--- src/pkg/rss_pkg.sv ---
// Package for the reset source sequencer: timing counts, address map, carriers.
// Assumes one 20 MHz bus clock; every count is in bus cycles.
package rss_pkg;

  localparam int unsigned CLK_HZ = 20_000_000;
  localparam int unsigned CLK_PERIOD_NS = 1_000_000_000 / CLK_HZ;

  // Oscillator stabilisation delay, in bus cycles
  localparam logic [11:0] STAB_SHORT_CYC = 12'h010;
  localparam logic [11:0] STAB_LONG_CYC = 12'hfe0;

  // Least pin pulldown time, three to four cycles, held to four
  localparam logic [2:0] PULLDOWN_MIN_CYC = 3'h4;

  // Legal opcode fetch windows
  localparam logic [15:0] PROG_LO = 16'h0700;
  localparam logic [15:0] PROG_HI = 16'h1fff;
  localparam logic [15:0] RAM_LO = 16'h0020;
  localparam logic [15:0] RAM_HI = 16'h00ff;

  // One-time option bits
  typedef struct packed {
    logic long_delay;
    logic watchdog_enable_option;
    logic low_voltage_enable_option;
  } rss_options_t;

  // Opcode fetch strobe with its address
  typedef struct packed {
    logic valid;
    logic [15:0] addr;
  } rss_fetch_t;

  // Which sources hold the internal reset
  typedef struct packed {
    logic power_up;
    logic pin;
    logic watchdog;
    logic low_voltage;
    logic illegal_addr;
  } rss_cause_t;

endpackage

--- src/rtl/rss_pulldown.sv ---
// Reset pin pulldown stretcher: holds the pin low while an internal source
// is active and for at least the minimum count after it starts.
// Assumes source is a synchronous level on clock.
`timescale 1ns/1ps
`default_nettype none
module rss_pulldown
  import rss_pkg::*;
(
  // Clock and reset
  input wire logic clock,
  input wire logic rst,
  // Internal source level
  input wire logic source,
  // Pulldown drive
  output logic pull_low
);

  logic [2:0] count;
  logic [2:0] next_count;
  logic source_d;
  logic next_source_d;

  always_comb begin
    next_source_d = source;
    next_count = count;
    if (source && !source_d) begin
      next_count = PULLDOWN_MIN_CYC - 3'h1;
    end else if (count != 3'h0) begin
      next_count = count - 3'h1;
    end
  end

  always_ff @(posedge clock) begin
    if (rst) begin
      count <= 3'h0;
      source_d <= 1'b0;
    end else begin
      count <= next_count;
      source_d <= next_source_d;
    end
  end

  // Longer of source duration or four cycles from its start
  assign pull_low = source || (count != 3'h0);

endmodule
`default_nettype wire

--- src/rtl/rss_sequencer.sv ---
// Reset source sequencer: merges power-up, pin, watchdog, low-voltage and
// illegal-fetch sources into one internal reset for CPU and peripherals.
// Assumes all inputs are synchronous to clock except the reset pin, which
// is double-registered here; rst models the power-on condition of the logic.
`timescale 1ns/1ps
`default_nettype none

// Overview of operation
// - Internal reset stops the CPU; release lets it fetch the reset vector.
// - A rising supply on the power-up detect input starts power-up reset.
// - Power-up reset ignores supply drops; brown-out belongs to low-voltage reset.
// - Power-up holds reset 16 or 4064 cycles after oscillator starts, by option.
// - Power-up reset drives the internal reset.
// - Pin still low after the delay keeps reset until pin goes high.
// - Any other source active after the delay keeps reset until all end.
// - Low pin asserts internal reset until the pin returns high.
// - Watchdog, low-voltage, illegal fetch pull pin low, longer of source or 4.
// - Power-up reset never drives the pin pulldown.
// - Watchdog timeout is a reset source.
// - Fetch outside implemented memory raises illegal-address reset.
// - Legal fetches: 0x0700-0x1fff and 0x0020-0x00ff; others reset.
// - Watchdog source gated by its one-time option bit.
// - Low-voltage source gated by its one-time option bit.
module rss_sequencer
  import rss_pkg::*;
(
  // Clock and reset
  input wire logic clock,
  input wire logic rst,
  // Supply and oscillator status
  input wire logic power_up_detect,
  input wire logic osc_active,
  // One-time options
  input wire rss_options_t options,
  // Reset pin, open drain
  input wire logic reset_pin_n_in,
  output logic reset_pin_n_out,
  output logic reset_pin_n_oe,
  // Internal sources
  input wire logic watchdog_timeout,
  input wire logic low_voltage_trip,
  input wire rss_fetch_t fetch,
  // Reset to CPU and peripherals
  output logic cpu_reset,
  output logic vector_load,
  output rss_cause_t cause
);

  ////////////////////////////////////////////////////////////////////////
  // Pin synchroniser
  logic pin_meta;
  logic pin_sync;

  always_ff @(posedge clock) begin
    if (rst) begin
      pin_meta <= 1'b1;
      pin_sync <= 1'b1;
    end else begin
      pin_meta <= reset_pin_n_in;
      pin_sync <= pin_meta;
    end
  end

  ////////////////////////////////////////////////////////////////////////
  // Internal sources
  logic illegal_fetch;
  logic wd_src;
  logic lv_src;
  logic int_src;
  logic pull_low;

  assign illegal_fetch = fetch.valid &&
    !((fetch.addr >= PROG_LO && fetch.addr <= PROG_HI) ||
      (fetch.addr >= RAM_LO && fetch.addr <= RAM_HI));
  assign wd_src = watchdog_timeout && options.watchdog_enable_option;
  assign lv_src = low_voltage_trip && options.low_voltage_enable_option;
  // Power-up is not part of this set
  assign int_src = wd_src || lv_src || illegal_fetch;

  rss_pulldown u_pulldown (
    .clock(clock),
    .rst(rst),
    .source(int_src),
    .pull_low(pull_low)
  );

  assign reset_pin_n_out = 1'b0;
  assign reset_pin_n_oe = pull_low;

  ////////////////////////////////////////////////////////////////////////
  // Power-up sequencer
  typedef enum logic [2:0] {
    ST_IDLE = 3'b001,
    ST_WAIT_OSC = 3'b010,
    ST_STAB = 3'b100
  } rss_state_t;

  rss_state_t state;
  rss_state_t next_state;
  logic [11:0] stab_count;
  logic [11:0] next_stab_count;
  logic pud_d;
  logic next_pud_d;
  logic pwr_hold;

  always_comb begin
    next_state = state;
    next_stab_count = stab_count;
    next_pud_d = power_up_detect;
    unique case (state)
      ST_IDLE: begin
        // Only a rising supply starts it; a fall does nothing
        if (power_up_detect && !pud_d) begin
          next_state = ST_WAIT_OSC;
        end
      end
      ST_WAIT_OSC: begin
        if (osc_active) begin
          next_state = ST_STAB;
          next_stab_count = (options.long_delay ? STAB_LONG_CYC : STAB_SHORT_CYC)
            - 12'h001;
        end
      end
      ST_STAB: begin
        if (stab_count == 12'h000) begin
          next_state = ST_IDLE;
        end else begin
          next_stab_count = stab_count - 12'h001;
        end
      end
      default: begin
        next_state = ST_WAIT_OSC;
      end
    endcase
  end

  always_ff @(posedge clock) begin
    if (rst) begin
      state <= ST_WAIT_OSC;
      stab_count <= 12'h000;
      pud_d <= 1'b1;
    end else begin
      state <= next_state;
      stab_count <= next_stab_count;
      pud_d <= next_pud_d;
    end
  end

  assign pwr_hold = (state != ST_IDLE);

  // Cycles spent in the stabilisation state, watched by the delay length check
  logic [12:0] stab_seen;
  logic [12:0] next_stab_seen;

  always_comb begin
    next_stab_seen = 13'h0;
    if (state == ST_STAB) begin
      next_stab_seen = stab_seen + 13'h1;
    end
  end

  always_ff @(posedge clock) begin
    if (rst) begin
      stab_seen <= 13'h0;
    end else begin
      stab_seen <= next_stab_seen;
    end
  end

  ////////////////////////////////////////////////////////////////////////
  // Reset merge and synchronous release
  logic any_reset;
  logic next_cpu_reset;
  logic next_vector_load;
  rss_cause_t next_cause;

  // Pin low or any source keeps reset after the delay ends
  assign any_reset = pwr_hold || !pin_sync || wd_src || lv_src || illegal_fetch
    || pull_low;

  always_comb begin
    next_cpu_reset = any_reset;
    next_vector_load = cpu_reset && !any_reset;
    next_cause.power_up = pwr_hold;
    next_cause.pin = !pin_sync;
    next_cause.watchdog = wd_src;
    next_cause.low_voltage = lv_src;
    next_cause.illegal_addr = illegal_fetch;
  end

  always_ff @(posedge clock) begin
    if (rst) begin
      cpu_reset <= 1'b1;
      vector_load <= 1'b0;
      cause <= '0;
    end else begin
      cpu_reset <= next_cpu_reset;
      vector_load <= next_vector_load;
      cause <= next_cause;
    end
  end

  ////////////////////////////////////////////////////////////////////////
  // Checks
  chk_stab_hold: assert property (@(posedge clock) disable iff (rst)
    (state == ST_WAIT_OSC && osc_active && !options.long_delay) |=>
      (pwr_hold [*8]))
    else $error("power-up hold ended early");
  chk_pin_reset: assert property (@(posedge clock) disable iff (rst)
    !pin_sync |=> cpu_reset)
    else $error("low pin did not hold reset");
  chk_pin_sync: assert property (@(posedge clock) disable iff (rst)
    (!reset_pin_n_in && !pull_low && !pwr_hold) |=> ##2 cpu_reset)
    else $error("pin reset not seen after sync");
  chk_pulldown_min: assert property (@(posedge clock) disable iff (rst)
    $rose(int_src) |-> reset_pin_n_oe [*4])
    else $error("pulldown shorter than four cycles");
  chk_pulldown_src: assert property (@(posedge clock) disable iff (rst)
    int_src |-> reset_pin_n_oe)
    else $error("pulldown off while source active");
  chk_no_por_pull: assert property (@(posedge clock) disable iff (rst)
    (pwr_hold && !int_src && !$past(int_src) && !$past(int_src, 2)
      && !$past(int_src, 3)) |-> !reset_pin_n_oe)
    else $error("power-up drove the pulldown");
  chk_wd_gate: assert property (@(posedge clock) disable iff (rst)
    (watchdog_timeout && options.watchdog_enable_option) |=> cpu_reset)
    else $error("watchdog timeout missed");
  chk_lv_gate: assert property (@(posedge clock) disable iff (rst)
    !options.low_voltage_enable_option |=> !cause.low_voltage)
    else $error("low-voltage source not gated");
  chk_illegal_map: assert property (@(posedge clock) disable iff (rst)
    (fetch.valid && fetch.addr >= 16'h0100 && fetch.addr <= 16'h06ff) |=>
      (cpu_reset && cause.illegal_addr))
    else $error("illegal fetch did not reset");
  chk_vector_load: assert property (@(posedge clock) disable iff (rst)
    $fell(cpu_reset) |-> vector_load)
    else $error("vector load missing on release");
  chk_pwr_start: assert property (@(posedge clock) disable iff (rst)
    (state == ST_IDLE && power_up_detect && !pud_d) |=> pwr_hold)
    else $error("rising supply did not start power-up");
  chk_supply_drop: assert property (@(posedge clock) disable iff (rst)
    (state == ST_IDLE && !power_up_detect) |=> (state == ST_IDLE))
    else $error("supply drop started power-up");
  chk_wait_osc: assert property (@(posedge clock) disable iff (rst)
    (state == ST_WAIT_OSC && !osc_active) |=> (state == ST_WAIT_OSC))
    else $error("delay started before oscillator");
  chk_stab_length: assert property (@(posedge clock) disable iff (rst)
    (state == ST_STAB && next_state == ST_IDLE) |->
      (stab_seen + 13'h1 == {1'b0, (options.long_delay ? STAB_LONG_CYC : STAB_SHORT_CYC)}))
    else $error("stabilisation delay length wrong");
  chk_pwr_cpu: assert property (@(posedge clock) disable iff (rst)
    pwr_hold |=> (cpu_reset && cause.power_up))
    else $error("power-up hold did not reset the cpu");
  chk_hold_sources: assert property (@(posedge clock) disable iff (rst)
    (pwr_hold || !pin_sync || int_src || pull_low) |=> cpu_reset)
    else $error("reset released with a source active");
  chk_release_sync: assert property (@(posedge clock) disable iff (rst)
    $fell(cpu_reset) |->
      ($past(pin_sync) && !$past(pwr_hold) && !$past(int_src)))
    else $error("reset released while pin or source held");
  chk_vector_once: assert property (@(posedge clock) disable iff (rst)
    vector_load |=> !vector_load)
    else $error("vector load longer than one cycle");
  chk_vector_only: assert property (@(posedge clock) disable iff (rst)
    vector_load |-> (!cpu_reset && $past(cpu_reset)))
    else $error("vector load without a release");
  chk_wd_off: assert property (@(posedge clock) disable iff (rst)
    !options.watchdog_enable_option |=> !cause.watchdog)
    else $error("watchdog source not gated");
  chk_cause_wd: assert property (@(posedge clock) disable iff (rst)
    (watchdog_timeout && options.watchdog_enable_option) |=> cause.watchdog)
    else $error("watchdog cause not recorded");
  chk_cause_lv: assert property (@(posedge clock) disable iff (rst)
    (low_voltage_trip && options.low_voltage_enable_option) |=>
      (cpu_reset && cause.low_voltage))
    else $error("low-voltage trip missed");
  chk_prog_legal: assert property (@(posedge clock) disable iff (rst)
    (fetch.valid && fetch.addr >= 16'h0700 && fetch.addr <= 16'h1fff) |=> !cause.illegal_addr)
    else $error("legal program fetch flagged");
  chk_ram_legal: assert property (@(posedge clock) disable iff (rst)
    (fetch.valid && fetch.addr >= 16'h0020 && fetch.addr <= 16'h00ff) |=> !cause.illegal_addr)
    else $error("legal ram fetch flagged");
  chk_pulldown_end: assert property (@(posedge clock) disable iff (rst)
    (!int_src && !$past(int_src) && !$past(int_src, 2) && !$past(int_src, 3))
      |-> !reset_pin_n_oe)
    else $error("pulldown longer than four cycles");
  chk_oe_low: assert property (@(posedge clock) disable iff (rst)
    reset_pin_n_oe |-> !reset_pin_n_out)
    else $error("pulldown does not drive low");

  cov_power_up: cover property (@(posedge clock) disable iff (rst)
    state == ST_STAB ##1 state == ST_IDLE);
  cov_pin_reset: cover property (@(posedge clock) disable iff (rst) cause.pin);
  cov_watchdog: cover property (@(posedge clock) disable iff (rst) $rose(wd_src));
  cov_release: cover property (@(posedge clock) disable iff (rst) vector_load);
  cov_illegal_fetch: cover property (@(posedge clock) disable iff (rst)
    $rose(illegal_fetch));

endmodule
`default_nettype wire

--- config.mk ---
export PLATFORM = sky130hd
export DESIGN_NAME = rss_sequencer
export DESIGN_NICKNAME = d
export VERILOG_FILES = /design/src/pkg/rss_pkg.sv /design/src/rtl/rss_pulldown.sv /design/src/rtl/rss_sequencer.sv
export SDC_FILE = /design/constraint.sdc
export NUM_CORES = 1
export LEC_CHECK = 0
export BUFFER_PORTS_ARGS = -buffer_cell sky130_fd_sc_hd__buf_2
export CELL_PAD_IN_SITES_DETAIL_PLACEMENT = 0
export CELL_PAD_IN_SITES_GLOBAL_PLACEMENT = 1
export CORE_ASPECT_RATIO = 1.75
export CORE_MARGIN = 1
export CORE_UTILIZATION = 42
export CTS_BUF_LIST = sky130_fd_sc_hd__clkbuf_8
export CTS_CLUSTER_DIAMETER = 200
export CTS_CLUSTER_SIZE = 8
export DETAILED_ROUTE_END_ITERATION = 8
export PLACE_DENSITY_LB_ADDON = 0.1
export SYNTH_ARGS = -nofsm -noshare
export SYNTH_HDL_FRONTEND = slang
export SYNTH_SLANG_ARGS = --single-unit
--- constraint.sdc ---
create_clock -name clock -period 3.8 [get_ports clock]
set_input_delay 0.38 -clock clock [delete_from_list [all_inputs] [get_ports clock]]
set_output_delay 0.38 -clock clock [all_outputs]
set_load 0.01 [all_outputs]
==> Yosys cells after proc, flatten, opt, wreduce, memory -nomap -nowiden <==
Cells that the tools add are included.
Widths: inputs -> output; s select.
{ "word_totals": {"reg_bits": 29, "input_bits": 27, "out_inout_bits": 9, "word_cells": 69} }
{ "op_classes": {"addsub": 3, "order_cmp": 4, "n_eq_ne": 8, "n_mux": 10, "reduce_logical": 29} }
{ "op_table": {"columns": ["op", "n"], "rows": [
  ["$mux 12", 3],
  ["$pmux 12 s2", 1],
  ["$sub 12x1->12 const B", 2],
  ["$ge 16x11->1 const B", 1],
  ["$ge 16x6->1 const B", 1],
  ["$le 16x13->1 const B", 1],
  ["$le 16x8->1 const B", 1],
  ["$logic_not 12->1", 1],
  ["$logic_or 1x1->1", 9],
  ["$mux 3", 3],
  ["$pmux 3 s3", 1],
  ["$logic_and 1x1->1", 8],
  ["$ne 2x2->1 const B", 4],
  ["$reduce_and 3->1", 2],
  ["$logic_not 1->1", 5],
  ["$mux 2", 2],
  ["$reduce_bool 2->1", 2],
  ["$eq 3x1->1 const B", 1],
  ["$eq 3x2->1 const B", 1],
  ["$eq 3x3->1 const B", 1],
  ["$ne 3x1->1 const B", 1],
  ["$reduce_bool 3->1", 1],
  ["$sub 3x1->3 const B", 1],
  ["$reduce_or 2->1", 1]
]} }

==> Logic depth before layout (Yosys ltp) <==
Gate-level depths: netlist (run 1).
{ "depth": {"depth_word": 10, "ltp_mapped": 9, "mapped_depth_nobuf": 8} }

==> Modules after synthesis <==
A second synthesis (run 1) with hierarchy kept.
{ "hier_totals": {"hier_cells": 172, "hier_area_um2": 1508.9} }
{ "modules_own_cells": {"columns": ["module", "instances", "cells_per_inst", "area_each_um2", "seq_area_each_um2"], "rows": [
  ["rss_sequencer", 1, 151, 1286.2, 500.5],
  ["rss_pulldown", 1, 21, 222.7, 80.1]
]} }

==> Least setup slack after synthesis (run 1) <==
OpenSTA, ideal clock, no wires.
{ "synth_path": {"path_kind": "register -> register", "startpoint": "register state[2]", "endpoint": "register stab_count[6]", "setup_ps": 132, "t_arrival_ps": 1763, "required_ps": 3668, "path_slack_ps": 1905, "stages_incl_launch_ff": 9, "path_buffers": 1, "synth_period_minus_slack_ps": 1895, "cell_sequence": "dfxtp_1 > nor3b_2 > buf_2 > nand2_1 > ha_1 > nor3b_2 > and3_1 > o21ai_0 > a21oi_1"} }
{ "synth_via": {"elab_chain_cells": 3, "elab_cells_between_ends": 7, "cone_classes": "eq/ne: 4; mux: 1; reduce/logical: 2"} }
{ "synth_lines": {"columns": ["item", "line_no", "source"], "rows": [
  ["start, declared", "rss_sequencer.sv:98", "rss_state_t state;"],
  ["start signal, assigned", "rss_sequencer.sv:143", "state <= next_state;"],
  ["$eq 3x3->1 / $eq 3x2->1 (equally long branches)", "rss_sequencer.sv:110", "unique case (state)"],
  ["$ne 2x2->1 (no source line) / $reduce_bool 2->1 (equally long branches)", null, null],
  ["$reduce_and 3->1 (no source line)", null, null],
  ["end signal, assigned", "rss_sequencer.sv:144", "stab_count <= next_stab_count;"],
  ["end, declared", "rss_sequencer.sv:100", "logic [11:0] stab_count;"]
]} }
Parallel ways exist; a longest one is shown, timed or not.
A chain may end at the register's enable or synchronous reset.

==> Worst setup path after layout (run 1) <==
{ "layout_path": {"startpoint": "register state[0]", "endpoint": "register stab_count[10]"} }
The elaborated chain is that of the path after synthesis.

==> run metrics, run 1 <==
Final Cell Area 1660 sq um; TritonCTS Buffers 5; final period utilization 56.5%; Clock Power Share 36.3%; Via Count between 1,000 and 1,500; Comb pwr share 17.9%; Leak about 0.00066 uW; highest-count cells in the layout ignoring fill and taps 29 x dfxtp_1, 29 x buf_2, 19 x a21oi_1; syn_area_per_cell 8.50 sq um; Cell Pwr Density approximately 460 nW/um^2; IO Count 36; CTS tree yes; clock tree buffer depth 2; H-Tree Depth 2; Wirelength per Cell 13.4 um; Ant. Diodes 0; CP Max Fanout 15; Initial Utilization 43.8%; Final Hold Fails 0; Top Family by Delay on Critical Path simple AND/OR/NAND/NOR gates; RSZ-0062 raised after global routing no; initial antenna violation count 0; Worst Path Arrival 2.35 ns; first-pass GRT wire length 5380 um; cell row count 27; met1 usage between 20% and 30%; DIE WIDTH 45.3 um; worst skew pair latency 0.28 ns; share of cells above drive strength 1 approximately 25%; Setup TNS 0 ns; vias in the first global route 1,267; Top Usage Layer GRT met2; Crit. path cell count 9; #FFs+latches synth 29; syn_nets 192; drt first-iter violations 31; fillers between 300 and 400; pin count of the biggest net entering global routing 29; Psw 209 uW; Worst-path clk slew 0.06 ns; worst ir drop on vdd 277 uV; sw frac 27.6%; crit path kind reg2reg; mapped cell area 1380 sq um; Slew HR 54.9%; max_cap viols 0; startpoint types register; max incr delay on CP 0.47 ns; Worst R2R Start state[0]; cells along the critical path nor3b_2, buf_4, nand2_1, ha_1, nor3b_2, nand3_1, nor4_1, o21ai_0, a21oi_1; final setup violation count 0; Post-CTS Setup Repair Bufs 0; dpl hpwl 2340 um; Cells after Synth 162; Yosys warning count 0; post-route ant nets 0; Routed WL between 3000 and 4000 um; Cell variety after synth 45; Worst Path Buf+Inv 1; Post-DP Area 1560 sq um; internal power 548 uW; sequential share of power 45.8%; post-synthesis sequential area ratio 42.1%; Hold Path Class in2reg; First-pass DRT Iterations 4; Most Frequent Cell on Critical Path nor3b_2; nets@finish around 220; Slew Viols, Final 0; Gates resized, CTS repair 0; Min-Delay Startpoint reset_pin_n_in; skew final 0.00463 ns; die height 77.8 um; die footprint between 3000 and 4000 sq um; total grt overflow 0; total global-route track usage 20.7%; post-layout minimum cycle time 2.15 ns; Max Clk Rate 466 MHz; port bufs 29; Critical Path Slowest Stage Cell dfxtp_1; GPL Wtd Cong 0.852; DRC viols 0; Critical path origin state[0]; Hold Crit Depth 2; CORE AREA 3140 sq um; met2 Usage GRT roughly 36%; R2R cell count 9; Vias/cell 5.39; Root Buffer clkbuf_8; layout overhead on the synthesized area 20.3%; Worst EP required 4.00 ns; Worst Max-Slew Pin Slew 0.671 ns; met3 usage roughly 5.1%; status finished clean; cts hold-fix bufs 0; critical path endpoint category register; clock sink total 29
-- flip-flops by register name, summed over array words and instances (netlist names) --
signal,count
pin_meta,1
vector_load,1
cause,5
u_pulldown.source_d,1
cpu_reset,1
pud_d,1
state,3
stab_count,12
u_pulldown.count,3
pin_sync,1
-- worst paths after layout --
check	end	slack (ns)
max	stab_count[10]	1.65
min	pin_meta	0.28
max reg2reg	stab_count[10]	1.65
min reg2reg	pin_sync	0.41
-- power groups by stage --
stage	logic (uW)	clock network [uW]	registers, uW
after floorplan	97.8	0	350
after global placement	132	0	352
after detailed placement	136	0	353
after CTS	136	285	346
after global routing	153	299	349
final	135	275	346
-- cell type report --
| cell class | instances | area [sq um] | area share (%) |
|---|---|---|---|
| clock inverter | 1 | 5.00 | 0.302 |
| timing repair buffer | 30 | 153 | 9.21 |
| tap | 43 | 53.8 | 3.25 |
| inverter | 3 | 11.3 | 0.679 |
| clock buffer | 7 | 96.3 | 5.81 |
| sequential | 29 | 581 | 35.0 |
| multi-input combinational | 124 | 758 | 45.7 |
-- cell families (layout without fill, tap and decap cells) --
kind of cell               after synthesis  count (layout)  share of synthesized area, %
DFF                                     29              29                          42.1
other                                    1               1                         0.272
adders and majority gates                3               3                          2.73
muxes                                    2               2                          1.45
buffers and inverters                    9              41                          2.82
AOI/OAI and AO/OA                       51              51                          22.3
xor gates and xnor gates                 2               2                          1.27
and+or+nand+nor                         65              65                          27.1
-- Yosys cell counts (all sizes together) --
cell / n / area share, %
o22ai: 1 / 0.45
buf: 2 / 0.91
a31oi: 2 / 1.4
nor2: 16 / 4.4
o21ai: 16 / 6.1
a21boi: 1 / 0.55
or2: 4 / 1.8
clkbuf: 4 / 1.1
o41ai: 1 / 0.64
a311oi: 2 / 1.3
conb: 1 / 0.27
nor4: 4 / 3.4
o211ai: 1 / 0.55
nor3: 7 / 2.5
o21a: 2 / 1.1
xnor2: 1 / 0.64
ha: 3 / 2.7
and2: 1 / 0.64
o21bai: 2 / 1.1
a21oi: 19 / 6.9
a21o: 1 / 0.55
mux2i: 2 / 1.5
a2111oi: 1 / 0.64
nand3b: 3 / 1.6
nand2b: 5 / 2.3
and4: 1 / 0.64
nor2b: 3 / 1.4
a22oi: 1 / 0.55
nand3: 2 / 0.73
xor2: 1 / 0.64
nor3b: 4 / 2.9
nand2: 12 / 3.3
dfxtp: 29 / 42
a211oi: 1 / 0.55
nor4b: 1 / 0.64
inv: 3 / 0.82
and3: 2 / 0.91
-- routing by layer --
layer	wire length [um]	vias up
met5	0	-
met4	47	0
met2	1820	24
met1	1230	608
met3	84	4
li1	-	641
-- stage by stage --
| step | worst slack (ns) | power, uW | hold slack (ns) | instances | util (%) |
|---|---|---|---|---|---|
| finish | 1.65 | 757 | 0.283 | 237 | 52.8 |
| CTS | 1.66 | 767 | 0.273 | 237 | 52.8 |
| global placement | 1.74 | 483 | 0.395 | 229 | 49.5 |
| floorplan | 1.91 | 447 | 0.385 | 162 | - |
| global route | 1.43 | 801 | 0.274 | 237 | 52.8 |
| detailed placement | 1.70 | 488 | 0.401 | 229 | 49.5 |
(Power assumes the default switching activity.)
==> run 2: changes to the inputs <==
Settings changed: CORE_UTILIZATION 42 to 39.
Clock period 3.8 ns to 2.17 ns, I/O delays scaled along.
==> run metrics, run 2 (synthesized netlist as in run 1, its figures left out) <==
startpoint types register (unchanged); initial antenna violation count 0 (unchanged); layout overhead on the synthesized area 22.1% (was 20.3%); Vias/cell 5.37 (was 5.39); H-Tree Depth 2 (unchanged); Cell Pwr Density 805 nW/um^2 (was 456 nW/um^2); DRC viols 0 (unchanged); max FFs per register 12 (unchanged); final period utilization 90.6% (was 56.5%); Wirelength per Cell 13.8 um (was 13.4 um); first-pass GRT wire length 5490 um (was 5380 um); Final Hold Fails 0 (unchanged); Seq. cell area 581 sq um (unchanged); Most flops, register stab_count (unchanged); port bufs 29 (unchanged); pin count of the biggest net entering global routing 29 (unchanged); critical path endpoint category register (unchanged); post-layout minimum cycle time 1.97 ns (was 2.15 ns); TritonCTS Buffers 5 (unchanged); share of cells above drive strength 1 25.5% (was 24.7%); status finished clean (unchanged); DIE WIDTH 46.9 um (was 45.3 um); RSZ-0062 raised after global routing no (unchanged); skew final 0.00359 ns (was 0.00463 ns); total grt overflow 0 (unchanged); Leak 0.000677 uW (was 0.000664 uW); highest-count cells in the layout ignoring fill and taps 29 x dfxtp_1, 29 x buf_2, 19 x a21oi_1 (unchanged); clock tree buffer depth 2 (unchanged); fillers 366 (was 327); largest registers stab_count x12, cause x5 (unchanged); vias in the first global route 1,239 (was 1,267); Worst Max-Slew Pin Slew 0.524 ns (was 0.671 ns); total global-route track usage 20.1% (was 20.7%); Slew Viols, Final 0 (unchanged); Setup TNS 0 ns (unchanged); dpl hpwl 2390 um (was 2340 um); CORE AREA 3360 sq um (was 3140 sq um); First-pass DRT Iterations 4 (unchanged); Multi-input gate area 764 sq um (was 758 sq um); final core occ 50.0% (was 52.8%); final setup violation count 0 (unchanged); Root Buffer clkbuf_8 (unchanged); Worst Path Arrival 2.18 ns (was 2.35 ns); post-route ant nets 0 (unchanged); max_cap viols 0 (unchanged); Hold Path Class in2reg (unchanged); worst skew pair latency 0.28 ns (about the same); Hold Crit Depth 2 (unchanged); die footprint 3780 sq um (was 3520 sq um); R2R cell count 8 (was 9); Ant. Diodes 0 (unchanged); Worst-path clk slew 0.07 ns (was 0.06 ns); Slew HR 65.0% (was 54.9%); Via Count 1,295 (was 1,277); crit path kind reg2reg (unchanged); drt first-iter violations 15 (was 31); CP Max Fanout 8 (was 15); CTS tree yes (unchanged); Routed WL 3320 um (was 3180 um); worst ir drop on vdd 580 uV (was 277 uV); nets@finish 225 (was 223); clock sink total 29 (unchanged); Max Clk Rate 508 MHz (was 466 MHz); Initial Utilization 41.0% (was 43.8%); GPL Wtd Cong 0.828 (was 0.852); die height 80.6 um (was 77.8 um); IO Count 36 (unchanged); Worst EP required 2.38 ns (was 4.00 ns); cell row count 28 (was 27)
run 2: cell count changes in the layout (fill, tap and decap cells not counted), sizes merged:
cell	delta
buf	+2
run 2: worst max-delay path, stage by stage, from the launching register on:
cell and delay [ns]:
dfxtp_1 0.45, nor3b_2 0.10, nand2_1 0.08, ha_1 0.24, nor3b_4 0.38, nand3_1 0.16
nor4_1 0.20, o21ai_0 0.13, a21oi_1 0.15
run 2: worst paths after layout:
check,from,end,slack [ns]
max reg2reg,state[0],stab_count[10],0.20
max,state[0],stab_count[10],0.20
min,reset_pin_n_in,pin_meta,0.13
min reg2reg,pin_sync,cause[3],0.41
run 2: final cells by class:
| cell class | count | share of cell area (%) |
|---|---|---|
| multi-input combinational | 124 | 45.5 |
| sequential | 29 | 34.5 |
| timing repair buffer | 32 | 9.97 |
| clock buffer | 7 | 5.73 |
| tap | 45 | 3.35 |
| inverter | 3 | 0.670 |
| clock inverter | 1 | 0.298 |
run 2: timing repair:
item | in CTS | in global routing
setup buffers | 0 | 0
setup endpoints to repair | 0 | 1
gates resized for setup | 0 | 1
endpoints found under the hold margin | 0 | 0
hold buffers | 0 | 0
run 2: metal layers:
layer,part of all wire (%),global-route usage [%],vias to the layer above
li1,-,-,645
met4,3.2,11.4,0
met1,38,20.6,617
met3,3.1,5.17,11
met5,0,0,-
met2,56,34.4,22
run 2: power breakdown:
| group | internal (uW) | total (uW) | switching, uW |
|---|---|---|---|
| clock | 286 | 496 | 210 |
| sequential | 571 | 609 | 38.3 |
| combinational | 113 | 248 | 135 |
| total | 970 | 1350 | 383 |
run 2: metrics by stage:
step	setup slack (ns)	power, uW	hold WS (ns)	std cells	cell area, sq um
floorplan	0.275	783	0.321	162	1380
global placement	0.276	856	0.392	233	1570
detailed placement	0.194	865	0.400	233	1570
CTS	0.182	1370	0.112	241	1680
global route	0.0697	1430	0.131	241	1680
finish	0.203	1350	0.127	241	1680
==> run 3: changes to the inputs <==
Settings changed: CORE_UTILIZATION 39 to 36.
Clock period 2.17 ns to 1.6 ns, I/O delays scaled along.
==> run metrics, run 3 (synthesized netlist as in run 1, its figures left out) <==
port bufs 29 (unchanged); die height 83.8 um (was 80.6 um); Hold Path Class in2reg (unchanged); clock sink total 29 (unchanged); vias in the first global route 1,429 (was 1,239); Worst EP required 1.81 ns (was 2.38 ns); Worst Path Arrival 1.85 ns (was 2.18 ns); skew final 0.00569 ns (was 0.00359 ns); most common cell after layout, fill and taps aside buf_4; post-route ant nets 0 (unchanged); Max Clk Rate 610 MHz (was 508 MHz); First-pass DRT Iterations 4 (unchanged); clock tree buffer depth 2 (unchanged); Root Buffer clkbuf_8 (unchanged); Setup TNS -0.103 ns (was 0 ns); Most Frequent Cell on Critical Path nor3b_4; first-pass GRT wire length 6090 um (was 5490 um); drt first-iter violations 29 (was 15); DRC viols 0 (unchanged); cell row count 29 (was 28); Final Hold Fails 0 (unchanged); Final Cell Area 2060 sq um (was 1680 sq um); Worst Slack Setup Final -0.0396 ns (was 0.203 ns); Post-DP Area 1770 sq um (was 1570 sq um); Inst Count DP 256 (was 233); post-layout minimum cycle time 1.64 ns (was 1.97 ns); final setup violation count 4 (was 0); die footprint 4090 sq um (was 3780 sq um); cells along the critical path nor3b_4, nand2_2, ha_4, nor3b_4, buf_4, a31oi_1, o21ai_1, a21oi_1 (was nor3b_2, nand2_1, ha_1, nor3b_4, nand3_1, nor4_1, o21ai_0, a21oi_1); pin count of the biggest net entering global routing 29 (unchanged); worst skew pair latency 0.28 ns (about the same); max incr delay on CP 0.36 ns (was 0.45 ns); total grt overflow 0 (unchanged); violated checks setup timing; highest-count cells in the layout ignoring fill and taps 30 x buf_4, 29 x buf_2, 26 x dfxtp_1 (was 29 x dfxtp_1, 29 x buf_2, 19 x a21oi_1); cts hold-fix bufs 0 (unchanged); Vias/cell 5.14 (was 5.37); Design Power 2000 uW (was 1350 uW); DIE WIDTH 48.8 um (was 46.9 um); CP Max Fanout 6 (was 8); CTS tree yes (unchanged); Slew HR 66.3% (was 65.0%); Critical Path Slowest Stage Cell dfxtp_4 (was dfxtp_1); nets@finish 257 (was 225); startpoint types register (unchanged); Worst Max-Slew Pin Slew 0.505 ns (was 0.524 ns); IO Count 36 (unchanged); Finished Layout Cells 274 (was 241); layout overhead on the synthesized area 49.6% (was 22.1%); Ant. Diodes 0 (unchanged); total global-route track usage 19.6% (was 20.1%); Via Count 1,408 (was 1,295); H-Tree Depth 2 (unchanged); share of cells above drive strength 1 44.7% (was 25.5%); dpl hpwl 2700 um (was 2390 um); Slew Viols, Final 0 (unchanged); GPL Wtd Cong 0.838 (was 0.828); TritonCTS Buffers 5 (unchanged); worst ir drop on vdd 643 uV (was 580 uV); Routed WL 3710 um (was 3320 um); Wirelength per Cell 13.5 um (was 13.8 um); crit path kind reg2reg (unchanged); RSZ-0062 raised after global routing yes (was no); final period utilization 102% (was 90.6%); critical path endpoint category register (unchanged); Leak 0.000863 uW (was 0.000677 uW); max FFs per register 12 (unchanged); CORE AREA 3630 sq um (was 3360 sq um); Cell Pwr Density 970 nW/um^2 (was 805 nW/um^2); Worst-path clk slew 0.06 ns (was 0.07 ns); max_cap viols 0 (unchanged); largest registers stab_count x12, cause x5 (unchanged); Initial Utilization 38.0% (was 41.0%); initial antenna violation count 0 (unchanged); pre-CTS WS -0.0686 ns (was 0.194 ns); status complete, but fails checks (was finished clean); fillers 349 (was 366); Most flops, register stab_count (unchanged)
run 3: path summary, 6_finish.rpt:
kind,start,end,slack [ns],cells past startpoint
setup / recovery,state[2],stab_count[10],-0.04,8
setup reg to reg,state[2],stab_count[10],-0.04,8
hold / removal,reset_pin_n_in,pin_meta,0.06,2
hold reg to reg,pin_sync,cause[3],0.40,1
run 3: layout make-up:
type                    instances  area (sq um)  area share (%)
clock buffers                   7          96.3            4.68
clock inverters                 1          5.00           0.243
inverters                       3          11.3           0.546
multi-input cells             124           873            42.4
flip-flops and latches         29           587            28.5
well taps                      46          57.6            2.79
repair buffers                 64           430            20.9
run 3: per-stage QoR:
| step | util [%] | hold WS (ns) |
|---|---|---|
| after floorplan | - | 0.264 |
| after global placement | 48.9 | 0.341 |
| after detailed placement | 48.9 | 0.351 |
| after CTS | 53.4 | 0.0577 |
| after global routing | 56.8 | 0.0594 |
| final | 56.8 | 0.0648 |
run 3: timing repair:
| item | CTS | global route |
|---|---|---|
| setup endpoints to repair | 9 | 12 |
| pin swaps | 6 | 6 |
| gates resized for setup | 6 | 20 |
| setup buffers | 6 | 5 |
run 3: routing by layer:
layer	vias up	global-route usage [%]	share of wire [%]
met5	-	0	0
met4	0	12.3	3.5
met3	13	4.92	3.4
met2	34	37.9	58
met1	653	17.1	35
li1	708	-	-
run 3: critical path, delay by kind of cell, from the launching register on:
kind                       cells  cell delay [ns]
buffers and inverters          1             0.14
adders and majority gates      1             0.17
AOI/OAI and AO/OA              3             0.34
DFF                            1             0.36
and+or+nand+nor                3             0.55
run 3: report_power, final:
group	leakage (uW)	total, uW	internal [uW]	switching [uW]
Clock	0.0000542	658	388	271
Sequential	0.000240	814	775	39.6
Combinational	0.000569	526	272	254
Total	0.000863	2000	1430	564
